==> src/design/proc_status_pkg.sv <==
// Overview of operation
// - Two 8-bit registers hold status flags and their interrupt enables.
// - Flags and enables change only by conditions-out writes or sources.
// - Conditions-out bit 20 turns on enables selected by bits 24 to 31.
// - Conditions-out bit 21 turns off enables selected by bits 24 to 31.
// - Enables hold until disabled; power-up or power failure loses them.
// - Bit 23 sets, bit 22 clears the flags selected by bits 24 to 31.
// - Bits 24-31 select bus, memory, page, buffer, dir, addr, power, sweep.
// - Interrupt requested when any flag is set with its enable on.
// - Bus, memory, address parity from adapter; buffer, directory from unit.
// - Io page fail flag set by microprogram on interrupt-cycle page fault.
// - Power failure flag sets when power controller reports low voltage.
// - Sweep done flag sets when a started cache sweep completes.
// - Memory control unit errors set their flag on the following clock; here the flag sets on the third clock, after two synchroniser stages.
// - Set error flags return to memory unit; any-error holds the address.
package proc_status_pkg;
   localparam int unsigned FLAG_W       = 8;
   localparam int unsigned CHAN_W       = 3;
   localparam int unsigned WORD_W       = 36;
   // Bit positions use the left-to-right numbering of the 36-bit word.
   localparam int unsigned BIT_EN_SET   = 20;
   localparam int unsigned BIT_EN_CLR   = 21;
   localparam int unsigned BIT_FLAG_CLR = 22;
   localparam int unsigned BIT_FLAG_SET = 23;
   localparam int unsigned BIT_SEL_FIRST = 24;
   localparam int unsigned BIT_CHAN_LAST = 35;
   // Flag indices, index 0 is selector bit 24.
   localparam int unsigned FL_SBUS     = 0;
   localparam int unsigned FL_NOMEM    = 1;
   localparam int unsigned FL_IO_PAGE_FAIL = 2;
   localparam int unsigned FL_MBPAR    = 3;
   localparam int unsigned FL_CDIR     = 4;
   localparam int unsigned FL_ADRPAR   = 5;
   localparam int unsigned FL_POWER    = 6;
   localparam int unsigned FL_SWEEP    = 7;
   // Flags that count as errors holding the error address register.
   localparam logic [7:0] ERROR_MASK   = 8'h3f;
   localparam logic [7:0] FLAGS_RESET  = 8'h00;
   localparam logic [7:0] ENABLE_RESET = 8'h00;
   localparam logic [2:0] CHAN_RESET   = 3'h0;
endpackage : proc_status_pkg

==> src/design/proc_status_flags.sv <==
`timescale 1ns/1ps
module proc_status_flags
   import proc_status_pkg::*;
(
   // Clock and reset.
   input  wire logic              clk_i,
   input  wire logic              nrst_i,
   // Conditions-out write, word bits numbered 0 (left) to 35 (right).
   input  wire logic              cono_valid_i,
   input  wire logic [0:35]       conditions_out_word_i,
   // Flag sources.
   input  wire logic              sbus_error_i,
   input  wire logic              nonexistent_memory_error_i,
   input  wire logic              sbus_adr_parity_error_i,
   input  wire logic              memory_buffer_parity_error_i,
   input  wire logic              cache_dir_parity_error_i,
   input  wire logic              io_page_fail_set_i,
   input  wire logic              power_warn_i,
   input  wire logic              sweep_busy_i,
   input  wire logic              power_loss_i,
   // Status view and interrupt request.
   output logic [FLAG_W-1:0]      status_flags_o,
   output logic [FLAG_W-1:0]      flag_interrupt_enables_o,
   output logic [CHAN_W-1:0]      irq_channel_o,
   output logic                   interrupt_req_o,
   // Returned to the memory control unit.
   output logic [FLAG_W-1:0]      error_hold_o,
   output logic                   any_error_hold_o
);
   // Status state and its next values.
   logic [FLAG_W-1:0] flags_q;
   logic [FLAG_W-1:0] flags_d;
   logic [FLAG_W-1:0] enables_q;
   logic [FLAG_W-1:0] enables_d;
   logic [CHAN_W-1:0] chan_q;
   logic [CHAN_W-1:0] chan_d;

   // Two-stage synchronisers, one pair for each source group, then the sweep history bit.
   logic [2:0]        adapter_sync1_q;
   logic [2:0]        adapter_q;
   logic [1:0]        memunit_sync1_q;
   logic [1:0]        memunit_q;
   logic              micro_sync1_q;
   logic              micro_q;
   logic              warn_sync1_q;
   logic              warn_q;
   logic              sweep_sync1_q;
   logic              sweep_q;
   logic              power_sync1_q;
   logic              power_q;
   logic              sweep_prev_q;

   // Decoded conditions-out command.
   logic [FLAG_W-1:0] sel;
   logic              cmd_en_set;
   logic              cmd_en_clr;
   logic              cmd_flag_set;
   logic              cmd_flag_clr;
   logic [FLAG_W-1:0] hw_set;
   logic              sweep_done;

   // Selector bits 24..31 mapped to flag index 0..7.
   function automatic logic [FLAG_W-1:0] pick_sel(input logic [0:35] w);
      logic [FLAG_W-1:0] s;
      s = '0;
      for (int i = 0; i < FLAG_W; i++) begin
         s[i] = w[BIT_SEL_FIRST + i];
      end
      return s;
   endfunction : pick_sel

   // Set takes priority over clear when one word carries both requests.
   function automatic logic [FLAG_W-1:0] apply_cmd(
      input logic [FLAG_W-1:0] cur,
      input logic [FLAG_W-1:0] mask,
      input logic              do_set,
      input logic              do_clr
   );
      logic [FLAG_W-1:0] r;
      r = cur;
      if (do_set) begin
         r = cur | mask;
      end else if (do_clr) begin
         r = cur & ~mask;
      end
      return r;
   endfunction : apply_cmd

   // Only the memory related flags hold the error address register.
   function automatic logic [FLAG_W-1:0] err_view(
      input logic [FLAG_W-1:0] f
   );
      return f & ERROR_MASK;
   endfunction : err_view

   assign sel = pick_sel(conditions_out_word_i);

   always_comb begin
      cmd_en_set   = 1'b0;
      cmd_en_clr   = 1'b0;
      cmd_flag_set = 1'b0;
      cmd_flag_clr = 1'b0;
      if (cono_valid_i) begin
         cmd_en_set   = conditions_out_word_i[BIT_EN_SET];
         cmd_en_clr   = conditions_out_word_i[BIT_EN_CLR];
         cmd_flag_set = conditions_out_word_i[BIT_FLAG_SET];
         cmd_flag_clr = conditions_out_word_i[BIT_FLAG_CLR];
      end
   end

   // Every source comes from another clock region or a pin, so each passes
   // two flip-flops. This costs two cycles beyond the single clock of
   // latency, traded for freedom from metastable flag updates.
   always_ff @(posedge clk_i) begin
      if (!nrst_i) begin
         adapter_sync1_q <= '0;
         adapter_q       <= '0;
      end else begin
         adapter_sync1_q <= {sbus_adr_parity_error_i,
                             nonexistent_memory_error_i,
                             sbus_error_i};
         adapter_q       <= adapter_sync1_q;
      end
   end

   // Buffer and directory parity come from the memory control unit.
   always_ff @(posedge clk_i) begin
      if (!nrst_i) begin
         memunit_sync1_q <= '0;
         memunit_q       <= '0;
      end else begin
         memunit_sync1_q <= {cache_dir_parity_error_i,
                             memory_buffer_parity_error_i};
         memunit_q       <= memunit_sync1_q;
      end
   end

   // The microprogram request for the page fail flag.
   always_ff @(posedge clk_i) begin
      if (!nrst_i) begin
         micro_sync1_q <= 1'b0;
         micro_q       <= 1'b0;
      end else begin
         micro_sync1_q <= io_page_fail_set_i;
         micro_q       <= micro_sync1_q;
      end
   end

   // The low voltage warning from the power controller.
   always_ff @(posedge clk_i) begin
      if (!nrst_i) begin
         warn_sync1_q <= 1'b0;
         warn_q       <= 1'b0;
      end else begin
         warn_sync1_q <= power_warn_i;
         warn_q       <= warn_sync1_q;
      end
   end

   // The cache sweep busy line.
   always_ff @(posedge clk_i) begin
      if (!nrst_i) begin
         sweep_sync1_q <= 1'b0;
         sweep_q       <= 1'b0;
      end else begin
         sweep_sync1_q <= sweep_busy_i;
         sweep_q       <= sweep_sync1_q;
      end
   end

   // The power loss line that wipes the enables.
   always_ff @(posedge clk_i) begin
      if (!nrst_i) begin
         power_sync1_q <= 1'b0;
         power_q       <= 1'b0;
      end else begin
         power_sync1_q <= power_loss_i;
         power_q       <= power_sync1_q;
      end
   end

   // The history bit resets to the idle level of the busy line, so that the
   // release of reset never looks like a finished sweep.
   always_ff @(posedge clk_i) begin
      if (!nrst_i) begin
         sweep_prev_q <= 1'b0;
      end else begin
         sweep_prev_q <= sweep_q;
      end
   end

   assign sweep_done = sweep_prev_q & ~sweep_q;

   always_comb begin
      hw_set                  = '0;
      hw_set[FL_SBUS]         = adapter_q[0];
      hw_set[FL_NOMEM]        = adapter_q[1];
      hw_set[FL_ADRPAR]       = adapter_q[2];
      hw_set[FL_MBPAR]        = memunit_q[0];
      hw_set[FL_CDIR]         = memunit_q[1];
      hw_set[FL_IO_PAGE_FAIL] = micro_q;
      hw_set[FL_POWER]        = warn_q;
      hw_set[FL_SWEEP]        = sweep_done;
   end

   // A hardware set in the same cycle as a clear wins, so no event is lost.
   always_comb begin
      flags_d = apply_cmd(flags_q, sel, cmd_flag_set,
                          cmd_flag_clr);
      flags_d = flags_d | hw_set;
   end

   always_ff @(posedge clk_i) begin
      if (!nrst_i) begin
         flags_q <= FLAGS_RESET;
      end else begin
         flags_q <= flags_d;
      end
   end

   // Power loss wipes the enables, as their stored state would not survive.
   always_comb begin
      if (power_q) begin
         enables_d = ENABLE_RESET;
      end else begin
         enables_d = apply_cmd(enables_q, sel, cmd_en_set,
                               cmd_en_clr);
      end
   end

   always_ff @(posedge clk_i) begin
      if (!nrst_i) begin
         enables_q <= ENABLE_RESET;
      end else begin
         enables_q <= enables_d;
      end
   end

   // Every conditions-out write reloads the channel number.
   always_comb begin
      chan_d = chan_q;
      if (cono_valid_i) begin
         chan_d = conditions_out_word_i[BIT_CHAN_LAST-2:BIT_CHAN_LAST];
      end
   end

   always_ff @(posedge clk_i) begin
      if (!nrst_i) begin
         chan_q <= CHAN_RESET;
      end else begin
         chan_q <= chan_d;
      end
   end

   // Outputs are registered one cycle after the state they reflect, so that
   // every pin comes straight from a flip-flop.
   always_ff @(posedge clk_i) begin
      if (!nrst_i) begin
         status_flags_o <= '0;
      end else begin
         status_flags_o <= flags_q;
      end
   end

   always_ff @(posedge clk_i) begin
      if (!nrst_i) begin
         flag_interrupt_enables_o <= '0;
      end else begin
         flag_interrupt_enables_o <= enables_q;
      end
   end

   always_ff @(posedge clk_i) begin
      if (!nrst_i) begin
         irq_channel_o <= '0;
      end else begin
         irq_channel_o <= chan_q;
      end
   end

   // The request is a level; it drops as soon as software clears the flag.
   always_ff @(posedge clk_i) begin
      if (!nrst_i) begin
         interrupt_req_o <= 1'b0;
      end else begin
         interrupt_req_o <= |(flags_q & enables_q);
      end
   end

   // The hold stays up until software clears every error flag.
   always_ff @(posedge clk_i) begin
      if (!nrst_i) begin
         error_hold_o     <= '0;
         any_error_hold_o <= 1'b0;
      end else begin
         error_hold_o     <= err_view(flags_q);
         any_error_hold_o <= |err_view(flags_q);
      end
   end
endmodule : proc_status_flags

==> config.mk <==
export PLATFORM = sky130hd
export DESIGN_NAME = proc_status_flags
export DESIGN_NICKNAME = d
export VERILOG_FILES = /design/src/design/proc_status_pkg.sv /design/src/design/proc_status_flags.sv
export SDC_FILE = /design/constraint.sdc
export NUM_CORES = 1
export LEC_CHECK = 0
export BUFFER_PORTS_ARGS = -buffer_cell sky130_fd_sc_hd__buf_2
export CAP_MARGIN = 5
export CORE_ASPECT_RATIO = 1.25
export CORE_MARGIN = 2
export CORE_UTILIZATION = 27
export CTS_CLUSTER_SIZE = 10
export DETAILED_ROUTE_END_ITERATION = 10
export SLEW_MARGIN = 10
export SYNTH_ARGS = -nofsm -noshare
export SYNTH_HDL_FRONTEND = slang
export SYNTH_SLANG_ARGS = --single-unit
==> constraint.sdc <==
create_clock -name clk_i -period 1.25 [get_ports clk_i]
set_input_delay 0.3125 -clock clk_i [delete_from_list [all_inputs] [get_ports clk_i]]
set_output_delay 0.3125 -clock clk_i [all_outputs]
set_load 0.02 [all_outputs]
==> results of run 1 <==
worst register-to-register path, stage by stage (launching register included):
cell and delay [ns]:
dfxtp_1 0.34, nor4_1 0.34, a21oi_1 0.11
kinds of logic (layout without fill, tap and decap cells):
family / after synthesis / after routing
and+or+nand+nor: 78 / 78
DFF: 59 / 59
AOI/OAI and AO/OA: 22 / 22
buffers and inverters: 22 / 73
muxes: 3 / 3
other: 1 / 2
stage by stage:
| stage | setup WS [ns] | std cells | hold WS (ns) |
|---|---|---|---|
| 5_1_grt | 0.0519 | 327 | 0.168 |
| 6_report | 0.103 | 327 | 0.186 |
| 4_1_cts | 0.0779 | 327 | 0.166 |
| 3_5_place_dp | 0.0116 | 313 | 0.420 |
| 2_1_floorplan | 0.189 | 186 | 0.412 |
| 3_3_place_gp | 0.0536 | 313 | 0.419 |
final timing paths:
check / start / end / slack (ns)
hold reg to reg: power_sync1_q / power_q / 0.43
hold / removal: cache_dir_parity_error_i / memunit_sync1_q[1] / 0.19
setup reg to reg: flags_q[5] / any_error_hold_o / 0.34
setup / recovery: status_flags_o[1] / error_hold_o[1] / 0.10
cells in the mapped netlist:
master    number  area [sq um]
a21oi_1        1          5.00
a221oi_1       7          61.3
a222oi_1       1          10.0
a22oi_1       12          90.1
a41oi_1        1          8.76
and2_1        39           244
buf_1          1          3.75
buf_2          4          20.0
buf_4          8          60.1
buf_6          2          22.5
clkbuf_1       4          15.0
clkbuf_2       1          5.00
conb_1         1          3.75
dfxtp_1       59          1180
inv_1          2          7.51
mux2i_1        3          30.0
nand2b_1       1          6.26
nand3_1       16          80.1
nor2_1        21          78.8
nor4_1         1          6.26
cell usage in the layout (no fill, tap or decap), drive strengths merged, types with 2 or more instances in the layout:
| cell | n |
|---|---|
| dfxtp | 59 |
| nand3 | 16 |
| conb | 2 |
| a221oi | 7 |
| a22oi | 12 |
| buf | 57 |
| clkbuf | 12 |
| nor2 | 21 |
| and2 | 39 |
| mux2i | 3 |
| inv | 2 |
layer usage:
| layer | track usage | share of wire | routed length (um) |
|---|---|---|---|
| met5 | 0 | 0 | 0 |
| met1 | 0.124 | 0.41 | 1540 |
| met4 | 0.0782 | 0.027 | 102 |
| met3 | 0.0467 | 0.080 | 296 |
| met2 | 0.155 | 0.48 | 1780 |
layout make-up:
| type | instances | area (sq um) |
|---|---|---|
| well taps | 90 | 113 |
| clock buffers | 12 | 165 |
| flip-flops and latches | 59 | 1180 |
| clock inverters | 2 | 35.0 |
| multi-input cells | 105 | 628 |
| repair buffers | 57 | 308 |
| inverters | 2 | 7.51 |
| fillers | 771 | 4540 |
power by group through the flow:
stage,Clock (uW),Combinational [uW],Sequential (uW)
after floorplan,0,189,2080
after global placement,0,317,2060
after detailed placement,0,322,2060
after CTS,1770,323,2020
after global routing,1860,356,2030
final,1710,317,2020
==> results.ini, run 1 <==
[cts]
cts_resized = 0
cts_root_buffer = clkbuf_8
cts_hold_buf = 0
numCtsBuffers = 9
clk_latency_ns = 0.33
cts_tree = built
clock_path_buffers = 2
numClockSinks = 59
h-tree-depth = 3
path_clk_slew_ns = 0.06
post_cts_buffers = 0

[power]
post-layout-total-power_uw = 4040
seq_power_share = 0.500
combPwrFrac = 0.078
power_density_nw_per_um2 = 1660
leakage_uw = 0.00109
p_switching_uw = 870
intPower_uw = 3170
clkPwrFrac = 0.422
switching_share = 0.215
irDropWorstVdd_v = 0.000477

[setup_path]
worstPathMaxFanout = 2
cp_slowest_stage_delay_ns = 0.34
arrival_ns = 0.83
startpoint_type = flop
path_cells = buf_2
cp_top_family = flip-flops
cp_slowest_cell = dfxtp_1
crit_cells = 1
worstPathRequired_ns = 0.94
crit_buf_inv = 1
r2r_cells = 2
path_class = reg2out
worstSetupEndpointType = output pin

[detailed_routing]
routed_wirelength_um = 3710
ant_nets = 0
vias = 1358
firstDrtPassIters = 4
wire_per_inst_um = 11.3
route.detailed.drc = 0
drt_iter0_drc = 93
drt-vias-per-instance = 4.15

[global_routing]
grt_pass1_wl_um = 6240
grt_start_max_net_pins = 23
antenna_found_initial = 0
track_usage = 0.107
grt_overflow = 0
first_global_vias = 1348

[timing]
tns_ns = 0
finalCritPeriodShare = 0.918
post-route-min-period_ns = 1.15
clock_skew_ns = 0.00613
fmax_ghz = 0.872
rsz0062_at_grt = false
maxSlewViolCount = 0
hold_violations = 0
finalSetupViolations = 0

[logic_synthesis]
yosysUniqueCellTypes = 20
synth-simple-area-share = 0.214
yosysWarningCount = 0
synthCells = 185
synth_xor_area_frac = 0
ys_ff_latch = 59
synth-seq-area-share = 0.609
synthMuxAreaShare = 0.0155
synthAdderAreaFrac = 0
syn_area_sq_um = 1940
avgSynthCellArea_sq_um = 10.5
synth_compound_gate_area_share = 0.0903
synth_top_family_by_area = simple AND/OR/NAND/NOR gates

[floorplan]
dieHeight_um = 98.8
die_area_sq_um = 7880
die_x_um = 79.8
core_sq_um = 6980
ios = 77
start_util = 0.278
num_rows = 34

[job]
cap_violations = 0

[place]
place_hpwl_um = 2820
dpl_cell_area_sq_um = 2240
numPortBuffers = 53
gp_congestion = 0.783

[hold_path]
worst_hold_path.num_cells = 2
worst_hold_path_type = in2reg

[status]
status = finished, final reports clean

[finish]
fin_area_sq_um = 2440
insertedDiodeCount = 0
fin_nets = 282
syn2layout_area_growth_pct = 25.7
fin_util = 0.349
drive_above_1_share = 0.300

No activity file was read; power rests on OpenSTA's default activity.
==> run 2, diff against run 1 <==
--- a/config.mk
+++ b/config.mk
@@ -9,9 +9,10 @@
 export CAP_MARGIN = 5
 export CORE_ASPECT_RATIO = 1.25
 export CORE_MARGIN = 2
-export CORE_UTILIZATION = 27
+export CORE_UTILIZATION = 38
 export CTS_CLUSTER_SIZE = 10
 export DETAILED_ROUTE_END_ITERATION = 10
+export PLACE_DENSITY = 0.65
 export SLEW_MARGIN = 10
 export SYNTH_ARGS = -nofsm -noshare
 export SYNTH_HDL_FRONTEND = slang
==> run 2 against run 1 <==
Compared with the run above: maximum frequency grew 1.6%; clock skew decreased by 0.0022 ns; cell count fell by 8.6%; die area fell by 28%; clock power fell by 20%; first-iteration DRC count shrank 59%; global-route usage is 3.9 points higher; non-clock buffer count increased by 1; highest routed layer unchanged; largest cell class unchanged.
==> results.ini, run 2 (synthesis gave the netlist of run 1 again) <==
[finish]
drive_above_1_share = 0.287
final_cell_mix = 59 x dfxtp_1, 53 x buf_2, 39 x and2_1
insertedDiodeCount = 0
fin_util = 0.471
syn2layout_area_growth_pct = 21.6
final_common_cell = dfxtp_1
fin_nets = 283

[cts]
cts_hold_buf = 0
post_cts_buffers = 0
cts_tree = built
h-tree-depth = 3
numClockSinks = 59
clk_latency_ns = 0.33
cts_root_buffer = clkbuf_8
numCtsBuffers = 9
path_clk_slew_ns = 0.06
clock_path_buffers = 2
cts_resized = 0

[hold_path]
min-delay-start = sbus_adr_parity_error_i
worst_hold_path.num_cells = 2
worst_hold_path_type = in2reg

[place]
place_hpwl_um = 2550
gp_congestion = 0.798
numPortBuffers = 53

[job]
cap_violations = 0

[setup_path]
path_class = reg2out
worstSetupEndpointType = output pin
crit_buf_inv = 1
critPathLaunch = status_flags_o[3]
crit_cells = 1
arrival_ns = 0.82
r2r_cells = 2
path_cells = buf_2
rr_startpoint = flags_q[5]
cp_slowest_stage_delay_ns = 0.33
startpoint_type = flop
worstPathRequired_ns = 0.94
cp_slowest_cell = dfxtp_1
cp_top_family = flip-flops
worstPathMaxFanout = 2

[timing]
tns_ns = 0
fmax_ghz = 0.886
maxSlewViolCount = 0
finalSetupViolations = 0
post-route-min-period_ns = 1.13
clock_skew_ns = 0.00389
finalCritPeriodShare = 0.903
rsz0062_at_grt = false
hold_violations = 0

[detailed_routing]
ant_nets = 0
drt_iter0_drc = 38
firstDrtPassIters = 4
drt-vias-per-instance = 4.56
routed_wirelength_um = 3520
wire_per_inst_um = 11.8
vias = 1363
route.detailed.drc = 0

[global_routing]
grt-busiest-layer = met2
first_global_vias = 1294
grt_pass1_wl_um = 6040
use_met1 = 0.176
track_usage = 0.146
grt_start_max_net_pins = 24
grt_use_met3 = 0.0486
antenna_found_initial = 0
grt_overflow = 0
grtUsageMet2 = 0.209

[power]
power_density_nw_per_um2 = 1570
irDropWorstVdd_v = 0.000718
leakage_uw = 0.00107

[floorplan]
num_rows = 29
die_x_um = 67.9
dieHeight_um = 83.9
die_area_sq_um = 5690
core_sq_um = 5010
start_util = 0.387
ios = 77

[status]
status = finished, final reports clean

-- run 2: metrics by stage --
step	instances	setup slack, ns	area, sq um	hold slack [ns]	total power, uW
detailed placement	286	0.0327	2210	0.417	2390
global placement	286	0.0612	2210	0.418	2380
global route	299	0.0783	2360	0.186	3880
finish	299	0.121	2360	0.189	3700
floorplan	186	0.189	1940	0.412	2270
CTS	299	0.102	2360	0.175	3750
-- run 2: layout make-up --
class	count	area, sq um
clock buffer	13	149
fill	470	2650
multi-input combinational	105	628
sequential	59	1180
tap	62	77.6
inverter	2	7.51
timing repair buffer	58	315
-- run 2: routing by layer --
layer,share of wire,vias up
met5,0,-
met4,0.037,0
met3,0.072,13
met2,0.45,54
met1,0.44,589
li1,-,707
-- run 2: worst paths after layout --
kind | to | slack (ns)
hold reg to reg | memunit_q[1] | 0.43
setup reg to reg | any_error_hold_o | 0.36
hold / removal | adapter_sync1_q[2] | 0.19
setup / recovery | status_flags_o[3] | 0.12
-- run 2: power breakdown --
group	switching (uW)	total, uW	internal (uW)
clock	615	1360	741
combinational	180	322	143
sequential	45.5	2020	1980
==> run 3, diff against run 2 <==
==> constraint.sdc (replaced) <==
create_clock -name clk_i -period 1.25 [get_ports clk_i]
set_input_delay 0.25 -clock clk_i [delete_from_list [all_inputs] [get_ports clk_i]]
set_output_delay 0.25 -clock clk_i [all_outputs]
set_load 0.02 [all_outputs]
==> run 3 against run 2 <==
Compared with the run above: worst hold slack got worse by 0.065 ns; critical path type unchanged; combinational power fell by 1%; register-to-register slack improved by 0.02 ns; largest cell class unchanged; critical endpoint is now status_flags_o[1]; clock-buffer cell count fell by 2; sequential cell count did not move; critical path depth did not move; wire length fell by 0.77%.
==> results.ini, run 3 (synthesis gave the netlist of run 1 again) <==
[setup_path]
worstPathMaxFanout = 2
startpoint_type = flop
r2r_cells = 2
cp_slowest_stage_delay_ns = 0.34
worstPathRequired_ns = 1.00
arrival_ns = 0.83
worstSetupEndpointType = output pin
r2r_end = interrupt_req_o
cp_slowest_cell = dfxtp_1
r2r_setup_slack_ns = 0.38
crit_buf_inv = 1
path_cells = buf_2
rr_startpoint = flags_q[0]
path_class = reg2out
cp_top_family = flip-flops

[timing]
finalSetupViolations = 0
finalCritPeriodShare = 0.866
rsz0062_at_grt = false
hold_violations = 0
post-route-min-period_ns = 1.08
tns_ns = 0
maxSlewViolCount = 0
clock_skew_ns = 0.00514
fmax_ghz = 0.924

[global_routing]
first_global_vias = 1224
track_usage = 0.140
grt_start_max_net_pins = 24
grt_pass1_wl_um = 5750
grt_overflow = 0
antenna_found_initial = 0

[floorplan]
start_util = 0.387
ios = 77
die_area_sq_um = 5690
dieHeight_um = 83.9
die_x_um = 67.9
num_rows = 29
core_sq_um = 5010

[finish]
seqCellArea_sq_um = 1180
fin_nets = 282
syn2layout_area_growth_pct = 25.2
drive_above_1_share = 0.305
final_common_cell = dfxtp_1
multiInputGateArea_sq_um = 628
final_cell_mix = 59 x dfxtp_1, 53 x buf_2, 39 x and2_1
insertedDiodeCount = 0
nFillCells = 467

[power]
irDropWorstVdd_v = 0.000679
post-layout-total-power_uw = 4250
leakage_uw = 0.00110
power_density_nw_per_um2 = 1750

[detailed_routing]
drt_iter0_drc = 90
routed_wirelength_um = 3490
route.detailed.drc = 0
vias = 1340
ant_nets = 0
drt-vias-per-instance = 4.45
firstDrtPassIters = 4
wire_per_inst_um = 11.6

[hold_path]
worst_hold_path_type = in2reg
worst_hold_path.num_cells = 2
min_to = sweep_sync1_q
min-delay-start = sweep_busy_i

[status]
status = finished, final reports clean

[cts]
clk_latency_ns = 0.33
clock_path_buffers = 2
cts_hold_buf = 0
numClockSinks = 59
h-tree-depth = 3
path_clk_slew_ns = 0.06
cts_root_buffer = clkbuf_8
cts_resized = 0
post_cts_buffers = 0
numCtsBuffers = 9
cts_tree = built

[place]
place_hpwl_um = 2460
gp_congestion = 0.760
numPortBuffers = 53

[job]
cap_violations = 0

[run 3: changes by cell type in the layout (fill, tap and decap cells not counted)]
cell / previous run / this run
clkinv_2: 0 / 3
clkbuf_1: 3 / 0
buf_4: 4 / 3
bufinv_16: 0 / 2
clkbuf_8: 10 / 11
[run 3: final cells by class]
cell class / instances / area share
Tap cell: 62 / 0.0319
Sequential cell: 59 / 0.486
Clock inverter: 5 / 0.0309
Multi-Input combinational cell: 105 / 0.259
Timing Repair Buffer: 57 / 0.127
Inverter: 2 / 0.00309
Clock buffer: 11 / 0.0623
[run 3: worst max-delay path by stage]
stage          cells after the start                       from           endpoint
3_5_place_dp                       4  conditions_out_word_i[23]         flags_q[7]
6_report                           1          status_flags_o[1]  status_flags_o[1]
2_1_floorplan                      4  conditions_out_word_i[23]         flags_q[7]
5_1_grt                            1          status_flags_o[1]  status_flags_o[1]
4_1_cts                            1          status_flags_o[1]    error_hold_o[1]
3_3_place_gp                       5               cono_valid_i               flop
[run 3: where the power goes]
group | switching (uW) | leakage, uW | internal (uW)
combinational | 178 | 0.000500 | 141
sequential | 44.0 | 0.000485 | 1970
clock | 699 | 0.000119 | 1220
total | 921 | 0.00110 | 3330
[run 3: metal layers]
metal  vias to the layer above  GRT usage  share of wire
met5                         -          0              0
met4                         0     0.0764          0.012
met3                         5     0.0634          0.074
met2                        48      0.204           0.46
met1                       581      0.168           0.45
li1                        706          -              -
[run 3: through the flow]
step | area (sq um) | cells | worst slack, ns | hold WS, ns | util
finish | 2430 | 301 | 0.168 | 0.124 | 0.485
global route | 2430 | 301 | 0.140 | 0.111 | 0.485
CTS | 2430 | 301 | 0.148 | 0.101 | 0.485
detailed placement | 2200 | 285 | 0.103 | 0.417 | 0.440
global placement | 2200 | 285 | 0.120 | 0.418 | 0.440
floorplan | 1940 | 186 | 0.252 | 0.377 | -
